### config.mk
export PLATFORM = sky130hd
export DESIGN_NAME = rsd_top
export DESIGN_NICKNAME = d
export VERILOG_FILES = /design/src/core/rsd_pkg.sv /design/src/core/rsd_top.sv
export VERILOG_INCLUDE_DIRS = /design/src /design/src/core
export SDC_FILE = /design/constraint.sdc
export NUM_CORES = 1
export LEC_CHECK = 0
export BUFFER_PORTS_ARGS = -buffer_cell sky130_fd_sc_hd__buf_4
export CORE_MARGIN = 2
export CORE_UTILIZATION = 36
export CTS_CLUSTER_SIZE = 10
export DETAILED_ROUTE_END_ITERATION = 12
export PLACE_DENSITY = 0.72
export SLEW_MARGIN = 5
export SYNTH_ARGS = -nofsm -noshare
export SYNTH_HDL_FRONTEND = slang
export SYNTH_SLANG_ARGS = --single-unit
### constraint.sdc
create_clock -name pclk -period 3.8 [get_ports pclk]
set_input_delay 0.57 -clock pclk [delete_from_list [all_inputs] [get_ports pclk]]
set_output_delay 0.57 -clock pclk [all_outputs]
set_load 0.03 [all_outputs]
### src/core/rsd_cfg.svh
// constants for the reset, strap and debug event pin block
`ifndef RSD_CFG_SVH
`define RSD_CFG_SVH
// ----------------------------------------------------------------
// register byte offsets
// ----------------------------------------------------------------
`define RSD_OFS_STATUS   12'h000
`define RSD_OFS_STRAP    12'h004
`define RSD_OFS_EVDIR    12'h008
`define RSD_OFS_EVOUT    12'h00c
`define RSD_OFS_EVSEL    12'h010
`define RSD_OFS_EVIN     12'h014
`define RSD_OFS_CONTROL  12'h018
`define RSD_OFS_BUSINFO  12'h01c
// ----------------------------------------------------------------
// reset values and field positions
// ----------------------------------------------------------------
`define RSD_EVDIR_RST    7'h00
`define RSD_EVSEL_RST    7'h00
`define RSD_CTRL_RST     4'h0
`define RSD_CTRL_CLKDIV  0
`define RSD_CTRL_MULTI   1
`define RSD_CTRL_NARROW  2
`define RSD_BUSDEF_RST   3'h0
// ----------------------------------------------------------------
// timing counts
// ----------------------------------------------------------------
`define RSD_RST_STRETCH_NS  100
`define RSD_CLK_NS          20
`define RSD_RST_STRETCH_CYC ((`RSD_RST_STRETCH_NS + `RSD_CLK_NS - 1) / `RSD_CLK_NS)
`endif

### src/core/rsd_pkg.sv
// types for the reset, strap and debug event pin block
package rsd_pkg;
    // reset state of the device, lowest precedence first
    typedef enum logic [1:0] {RSD_RUN, RSD_SOFT, RSD_HARD, RSD_POR} rsd_state_e;
    // straps captured at power-on release
    typedef struct packed {
        logic       host_port_boot;   // host port boot selected
        logic       debug_entry;      // enter debug mode after release
        logic [1:0] boot_mode;        // boot mode choice
        logic [2:0] clock_mode;       // clock circuit mode
    } rsd_strap_s;
    // seven event pins: bits 0..5 address channels, bit 6 data event
    typedef logic [6:0] rsd_ev_t;
endpackage : rsd_pkg

### src/core/rsd_top.sv
// reset sequencing, strap capture and debug event pin control
//
// How it works
// - por input holds power-on reset state
// - hard reset line enters hard reset
// - soft reset line enters soft reset
// - host strap enables host port, 32-bit bus
// - debug strap at release enters debug mode
// - boot mode strap captured at release
// - event pins default input, software selects output
// - pin0: request/enable/event in, channel0 out
// - pin1: acknowledge or channel1 out
// - pin2: channel2, counter enable in
// - pin3 out: receive register read
// - pin4 out: transmit register written
// - pin5: channel5 enable in, detect out
// - data pin: data channel enable/detect
// - clock mode straps select clock mode
// - multi-master mode drives bank selects
// - transfer codes describe own transactions
// - bus clock driven on output pin
//
// Added by the designer: the APB interface to the registers and the address map.
`timescale 1ns/1ns
`include "rsd_cfg.svh"
module rsd_top
    import rsd_pkg::*;
#(
    parameter int unsigned STRETCH = `RSD_RST_STRETCH_CYC   // reset stretch cycles
)(
    input  wire logic        pclk,
    input  wire logic        presetn,
    // apb slave
    input  wire logic        psel,
    input  wire logic        penable,
    input  wire logic        pwrite,
    input  wire logic [11:0] paddr,
    input  wire logic [31:0] pwdata,
    output logic      [31:0] prdata,
    output logic             pready,
    output logic             pslverr,
    // reset pins
    input  wire logic        power_on_reset_n,
    input  wire logic        hard_reset_n_in,
    output logic             hard_reset_n_out,
    output logic             hard_reset_n_oe,
    input  wire logic        soft_reset_n_in,
    output logic             soft_reset_n_out,
    output logic             soft_reset_n_oe,
    input  wire logic        reset_cfg_select,
    // straps
    input  wire logic        host_port_boot_strap,
    input  wire logic        debug_entry_strap,
    input  wire logic [1:0]  boot_mode_strap,
    input  wire logic        clock_mode_strap_1,
    input  wire logic        clock_mode_strap_2,
    input  wire logic        clock_mode_strap_3,
    // event pins, bit 6 is the data event pin
    input  wire rsd_ev_t     event_pin_in,
    output rsd_ev_t          event_pin_out,
    output rsd_ev_t          event_pin_oe,
    // internal debug sources
    input  wire logic [5:0]  addr_detect,
    input  wire logic        data_detect,
    input  wire logic        debug_ack,
    input  wire logic        rcv_reg_read,
    input  wire logic        xmt_reg_write,
    output logic             debug_request,
    output logic [5:0]       addr_chan_enable,
    output logic             data_chan_enable,
    output logic             event_gen,
    output logic             event_counter_enable,
    // own bus transaction info
    input  wire logic        own_xfer_valid,
    input  wire logic [2:0]  own_xfer_code,
    output logic             xfer_code_0,
    output logic             xfer_code_1,
    output logic             xfer_code_2,
    output logic             sdram_bank_sel_0,
    output logic             sdram_bank_sel_1,
    output logic             sdram_bank_sel_2,
    output logic             bank_pin_oe,
    input  wire logic [2:0]  own_bank,
    // clocks and resets to the core
    input  wire logic        ref_clock_in,
    input  wire logic        delay_loop_feedback_in,
    output logic             bus_clock_out,
    output rsd_state_e       reset_state,
    output rsd_strap_s       strap_value,
    output logic             host_port_enable,
    output logic             bus_32bit,
    output logic             debug_mode_entry,
    output logic [1:0]       boot_select,
    output logic [2:0]       clock_mode
);
    // ----------------------------------------------------------------
    // input synchronisers
    // ----------------------------------------------------------------
    localparam int NS = 19;                 // synchronised inputs
    logic [NS-1:0] sync_raw;                // raw pins
    logic [NS-1:0] sync1_q;                 // first stage, read by stage two only
    logic [NS-1:0] sync2_q;                 // second stage, safe to use
    logic [NS-1:0] sync1_d;
    logic [NS-1:0] sync2_d;
    assign sync_raw = {delay_loop_feedback_in, reset_cfg_select, event_pin_in, clock_mode_strap_3,
                       clock_mode_strap_2, clock_mode_strap_1, boot_mode_strap, debug_entry_strap,
                       host_port_boot_strap, soft_reset_n_in, hard_reset_n_in, power_on_reset_n};

    // two-flop chain, pins come from outside the clock domain
    always_comb
    begin
        sync1_d = sync_raw;
        sync2_d = sync1_q;
    end
    always_ff @(posedge pclk or negedge presetn)
    begin
        if (!presetn)
        begin
            sync1_q <= 19'h00007;           // resets idle high
            sync2_q <= 19'h00007;
        end
        else
        begin
            sync1_q <= sync1_d;
            sync2_q <= sync2_d;
        end
    end

    logic    por_n_s;                       // synced power-on reset
    logic    hard_n_s;                      // synced hard reset
    logic    soft_n_s;                      // synced soft reset
    rsd_strap_s strap_s;                    // synced straps
    rsd_ev_t ev_in_s;                       // synced event pins
    assign por_n_s  = sync2_q[0];
    assign hard_n_s = sync2_q[1];
    assign soft_n_s = sync2_q[2];
    assign strap_s  = {sync2_q[3], sync2_q[4], sync2_q[6:5], sync2_q[9:7]};
    assign ev_in_s  = sync2_q[16:10];

    // ----------------------------------------------------------------
    // registers
    // ----------------------------------------------------------------
    rsd_state_e state_q, state_d;           // reset state
    logic [7:0] cnt_q, cnt_d;               // stretch counter
    rsd_strap_s strap_q, strap_d;           // captured straps
    logic       cfg_done_q, cfg_done_d;     // host wrote config word
    rsd_ev_t    evdir_q, evdir_d;           // 1 = output
    rsd_ev_t    evsel_q, evsel_d;           // alternate function select
    rsd_ev_t    evout_q, evout_d;           // registered pin drive
    logic [3:0] ctrl_q, ctrl_d;             // clock div, multi-master, narrow
    logic       hrst_drv_q, hrst_drv_d;     // software hard reset request
    logic       srst_drv_q, srst_drv_d;     // software soft reset request
    logic [2:0] xfer_q, xfer_d;             // transfer code / bank pins
    logic       bclk_q, bclk_d;             // bus clock divider
    logic [31:0] rdata_q, rdata_d;          // read data
    logic       err_d;

    wire wr_acc = psel & penable & pwrite;   // write access phase
    wire wr_set = psel & ~penable & pwrite;  // write setup, error ready for access
    wire rd_set = psel & ~penable & ~pwrite; // read setup, data ready for access

    // next-state logic
    always_comb
    begin
        state_d    = state_q;
        cnt_d      = cnt_q;
        strap_d    = strap_q;
        cfg_done_d = cfg_done_q;
        evdir_d    = evdir_q;
        evsel_d    = evsel_q;
        ctrl_d     = ctrl_q;
        hrst_drv_d = 1'b0;
        srst_drv_d = 1'b0;
        rdata_d    = rdata_q;
        err_d      = 1'b0;
        // reset precedence, por first
        if (!por_n_s)
        begin
            state_d    = RSD_POR;
            cnt_d      = 8'(STRETCH);
            strap_d    = strap_s;                       // sampled until release
            cfg_done_d = 1'b0;
            evdir_d    = `RSD_EVDIR_RST;
            evsel_d    = `RSD_EVSEL_RST;
            ctrl_d     = `RSD_CTRL_RST;
        end
        else if (!hard_n_s)
        begin
            state_d = RSD_HARD;
            cnt_d   = 8'(STRETCH);
        end
        else if (!soft_n_s)
        begin
            if (state_q != RSD_HARD && state_q != RSD_POR)
                state_d = RSD_SOFT;
            cnt_d = 8'(STRETCH);
        end
        else if (cnt_q != 8'h00)
            cnt_d = cnt_q - 8'h01;                      // stretch after release
        else
        begin
            case (state_q)
                RSD_POR:
                    // host boot waits for the config word
                    if (!strap_q.host_port_boot || cfg_done_q)
                        state_d = RSD_RUN;
                RSD_HARD, RSD_SOFT:
                    state_d = RSD_RUN;
                default:
                    state_d = RSD_RUN;
            endcase
        end
        // register writes take effect at the access edge
        if (wr_acc)
        begin
            if (paddr == `RSD_OFS_EVDIR)
                evdir_d = pwdata[6:0];
            else if (paddr == `RSD_OFS_EVSEL)
                evsel_d = pwdata[6:0];
            else if (paddr == `RSD_OFS_CONTROL)
            begin
                ctrl_d     = pwdata[3:0];
                cfg_done_d = cfg_done_q | pwdata[8];    // config word written
                hrst_drv_d = pwdata[9];
                srst_drv_d = pwdata[10];
            end
        end
        // write errors flagged in setup so pslverr stands in the access phase
        if (wr_set && paddr != `RSD_OFS_EVDIR && paddr != `RSD_OFS_EVSEL && paddr != `RSD_OFS_CONTROL
            && paddr != `RSD_OFS_EVOUT)
            err_d = 1'b1;
        // read mux, loaded in setup so prdata stands in the access phase
        if (rd_set)
        begin
            if (paddr == `RSD_OFS_STATUS)
                rdata_d = {26'h0, cfg_done_q, debug_mode_entry, 2'(state_q), hard_n_s, soft_n_s};
            else if (paddr == `RSD_OFS_STRAP)
                rdata_d = {25'h0, strap_q};
            else if (paddr == `RSD_OFS_EVDIR)
                rdata_d = {25'h0, evdir_q};
            else if (paddr == `RSD_OFS_EVOUT)
                rdata_d = {25'h0, evout_q};
            else if (paddr == `RSD_OFS_EVSEL)
                rdata_d = {25'h0, evsel_q};
            else if (paddr == `RSD_OFS_EVIN)
                rdata_d = {25'h0, ev_in_s};
            else if (paddr == `RSD_OFS_CONTROL)
                rdata_d = {23'h0, cfg_done_q, 4'h0, ctrl_q};
            else if (paddr == `RSD_OFS_BUSINFO)
                rdata_d = {29'h0, xfer_q};
            else
            begin
                rdata_d = 32'h0;
                err_d   = 1'b1;                         // unmapped
            end
        end
    end

    // ----------------------------------------------------------------
    // event pin output functions
    // ----------------------------------------------------------------
    always_comb
    begin
        evout_d    = 7'h00;
        evout_d[0] = addr_detect[0];
        evout_d[1] = evsel_q[1] ? debug_ack : addr_detect[1];
        evout_d[2] = addr_detect[2];
        evout_d[3] = rcv_reg_read;
        evout_d[4] = xmt_reg_write;
        evout_d[5] = addr_detect[5];
        evout_d[6] = data_detect;
        // transfer code or bank select on shared pins
        if (ctrl_q[`RSD_CTRL_MULTI])
            xfer_d = own_bank;
        else
            xfer_d = own_xfer_valid ? own_xfer_code : `RSD_BUSDEF_RST;
        bclk_d = ctrl_q[`RSD_CTRL_CLKDIV] ? ~bclk_q : 1'b0;
    end

    // state registers
    always_ff @(posedge pclk or negedge presetn)
    begin
        if (!presetn)
        begin
            state_q    <= RSD_POR;
            cnt_q      <= 8'h00;
            strap_q    <= '0;
            cfg_done_q <= 1'b0;
            evdir_q    <= `RSD_EVDIR_RST;
            evsel_q    <= `RSD_EVSEL_RST;
            evout_q    <= 7'h00;
            ctrl_q     <= `RSD_CTRL_RST;
            hrst_drv_q <= 1'b0;
            srst_drv_q <= 1'b0;
            xfer_q     <= 3'h0;
            bclk_q     <= 1'b0;
            rdata_q    <= 32'h0;
            pslverr    <= 1'b0;
        end
        else
        begin
            state_q    <= state_d;
            cnt_q      <= cnt_d;
            strap_q    <= strap_d;
            cfg_done_q <= cfg_done_d;
            evdir_q    <= evdir_d;
            evsel_q    <= evsel_d;
            evout_q    <= evout_d;
            ctrl_q     <= ctrl_d;
            hrst_drv_q <= hrst_drv_d;
            srst_drv_q <= srst_drv_d;
            xfer_q     <= xfer_d;
            bclk_q     <= bclk_d;
            rdata_q    <= rdata_d;
            pslverr    <= err_d;
        end
    end

    // ----------------------------------------------------------------
    // outputs
    // ----------------------------------------------------------------
    // zero-wait apb, read data registered at setup
    assign pready = 1'b1;
    assign prdata = rdata_q;
    // open-drain: drive low only, enable while pulling
    assign hard_reset_n_out = 1'b0;
    assign hard_reset_n_oe  = hrst_drv_q;
    assign soft_reset_n_out = 1'b0;
    assign soft_reset_n_oe  = srst_drv_q;
    // pins stay inputs while in power-on reset
    assign event_pin_oe  = (state_q == RSD_POR) ? 7'h00 : evdir_q;
    assign event_pin_out = evout_q;
    // input functions, gated by direction
    assign debug_request        = ~evdir_q[0] & ~evsel_q[0] & ev_in_s[0];
    assign addr_chan_enable     = ~evdir_q[5:0] & ev_in_s[5:0];
    assign data_chan_enable     = ~evdir_q[6] & ev_in_s[6];
    assign event_gen            = |(~evdir_q[4:0] & evsel_q[4:0] & ev_in_s[4:0]);
    assign event_counter_enable = ~evdir_q[2] & evsel_q[2] & ev_in_s[2];
    assign {xfer_code_2, xfer_code_1, xfer_code_0}                = xfer_q;
    assign {sdram_bank_sel_2, sdram_bank_sel_1, sdram_bank_sel_0} = xfer_q;
    assign bank_pin_oe     = (state_q == RSD_RUN);
    assign bus_clock_out   = bclk_q;
    assign reset_state     = state_q;
    assign strap_value     = strap_q;
    assign host_port_enable = strap_q.host_port_boot;
    assign bus_32bit        = strap_q.host_port_boot | ctrl_q[`RSD_CTRL_NARROW];
    assign debug_mode_entry = strap_q.debug_entry;
    assign boot_select      = strap_q.boot_mode;
    assign clock_mode       = strap_q.clock_mode;
endmodule : rsd_top

==> results.cfg <==
[yosys]
synthMuxAreaShare_pct = 7.06
synthXorXnorAreaFrac_pct = 0.844
yosys.area_share.simple_pct = 17.2
synth_edf_count = 0
synthTopCellsByArea = dfrtp_1, buf_4, dfstp_2
ys_seq_area_share_pct = 55.7
yosysTopAreaCell = dfrtp_1
synth_top_family_by_area = simple AND/OR/NAND/NOR gates
synth_flop_cell = dfrtp_1
synth-seq-cells = 92
ys_types = 51
synthArstFlopShare_pct = 100
yosysWarnings = 0
synth_top_area_share_pct = 50.7
synth_compound_area_share_pct = 9.08
syn_area_sq_mm = 0.00415
syn_area_per_cell_sq_um = 11.0
synthAdderAreaFrac_pct = 0.603
syn_inst = 377

[die]
die_area_sq_mm = 0.0124
coreArea_sq_mm = 0.0113
io_pins = 173
rows = 39
start_util_pct = 36.6
die_x_um = 111
die_h_um = 111

[setup_path]
worstSetupStartpointType = flop
crit_type = reg2out
worstPathMaxFanout = 8
arrival_ns = 1.54
cp-end-kind = output port
required_ns = 3.23

[sta]
fin_crit_ns = 2.11
tightestPinTransition_ns = 0.884
max_freq_mhz = 474
whs_ns = 0.331
rsz0062_at_grt = false
finalClockSkew_ns = 0.00527
setup_tns_ns = 0
slew_viol_final = 0
fin_crit_sh_pct = 55.5
setup_ws_ns = 1.69
setup_viol = 0
finalHoldViolations = 0
slew_headroom_pct = 41.1

[placed_design]
place_ws_ns = 1.57
post-place-cells = 612
gp_congestion = 0.788
port-buffer-count = 118
place_hpwl_mm = 7.02

[pwr]
power.total_mw = 2.38
power_density_mw_per_mm2 = 450
ir_drop_uv = 216
p_leak_nw = 2.46

[route]
wirelength_mm = 9.84
firstDrtPassIters = 4
routed_via_density = 4.81
wl_met1_mm = 4.41
route.detailed.drc = 0
vias = 3022
top_layer_used = met4
drtIter0Drc = 144
wl_met2_mm = 4.67
ant_nets = 0
wl_met3_um = 587
wl_per_cell_um = 15.7

[grt]
grt_pass1_vias = 3067
antenna_found_initial = 0
grt_max_degree = 70
track_usage_pct = 16.3
grt_overflow_total = 0
grt_pass1_wl_mm = 15.8

[cts]
ctsHtreeMaxLevel = 3
root_buffer = clkbuf_16
ctsHoldBuffers = 0
cts.sinks = 92
clock_path_buffers = 2
cts_tree = done
clk_latency_ns = 0.34
cts_setup_buffers = 0
cts_buffers = 9
cts_resized = 0
clk_pin_slew_ns = 0.07

[layout]
final_common_cell = buf_4
layout_common_cells = buf_4, dfrtp_1, nand2_1
fin_cells = 628
multiInputGateArea_sq_mm = 0.00154
final-seq-area_sq_mm = 0.00231
n_antenna_cell = 0
areaGrowthSynthToFinish_pct = 27.4
fill_cells = 1048
nets = 568
final_layout_size_suffix_gt1_share_pct = 33.8

[worst_hold_path]
hp-class = in2reg

[outcome]
status = finished clean

[job]
maxCapViolations = 0
==> power by group <==
group | internal (mW) | leakage [nW] | switching [mW]
clock network | 0.644 | 0.163 | 0.374
logic | 0.117 | 1.16 | 0.190
registers | 1.02 | 1.14 | 0.0317
total | 1.78 | 2.46 | 0.595
==> final cells by class <==
class | count | area share (%)
flip-flops and latches | 92 | 43.8
multi-input cells | 254 | 29.2
repair buffers | 119 | 16.9
clock buffers | 10 | 4.33
well taps | 143 | 3.39
clock inverters | 6 | 2.11
inverters | 4 | 0.284
==> cell families after synthesis <==
kind of cell	after synthesis
and+or+nand+nor	135
DFF	92
AOI/OAI and AO/OA	63
buffers and inverters	56
muxes	23
xor gates and xnor gates	4
adders and majority gates	2
other	2
==> state kept, by name (all words and copies together), names as in the netlist <==
register and cells:
sync1_q 17, sync2_q 17, cnt_q 8, prdata 8
evdir_q 7, event_pin_out 7, evsel_q 7, ctrl_q 4
clock_mode 3, xfer_q 3, boot_select 2, reset_state 2
bus_clock_out 1, cfg_done_q 1, debug_mode_entry 1, hard_reset_n_oe 1
host_port_enable 1, pslverr 1, soft_reset_n_oe 1
==> cell usage after synthesis (3+ instances only) <==
cell type  count
buf_4         38
mux2_2        10
nor3_1         4
dfstp_2        8
buf_2          9
and2_1        11
o221ai_1       3
nor2b_1       10
xnor2_1        3
a31oi_1        3
nand3_1        9
dfrtp_1       84
nor4_1         3
nor2_1        20
inv_1          4
buf_6          3
nand2b_1       8
nand2_1       54
o22ai_1        3
mux4_2         4
a22oi_1        3
mux2i_1        9
a22o_1         3
o21ai_0       29
a21oi_1       10
==> metrics by stage <==
step	cell area, sq um	util (%)
floorplan	4240	-
global placement	4940	43.7
detailed placement	4940	43.7
CTS	5280	46.7
global route	5280	46.7
finish	5280	46.7
==> final timing paths <==
check / slack, ns / cells past startpoint / to / start
worst max-delay path: 1.69 / 3 / event_pin_oe[4] / reset_state[1]
worst min-delay path: 0.33 / 1 / event_pin_out[6] / data_detect
worst max register to register: 1.97 / 6 / reset_state[0] / cnt_q[0]
worst min register to register: 0.35 / 0 / sync2_q[10] / sync1_q[10]
max in group asynchronous: 2.56 / 2 / sync2_q[2] / presetn
min in group asynchronous: 0.36 / 1 / sync1_q[14] / presetn
==> metal layers <==
layer / vias to the layer above / global-route usage (%)
li1: 1435 / -
met1: 1465 / 22.0
met2: 109 / 25.9
met3: 13 / 3.76
met4: 0 / 6.17
met5: - / 0
==> worst max-delay path, stage by stage, from the launching register on <==
cell	delay, ns
dfstp_2	0.59
nand2_1	0.20
and2_1	0.24
buf_4	0.17
No activity file was read; power rests on OpenSTA's default activity.
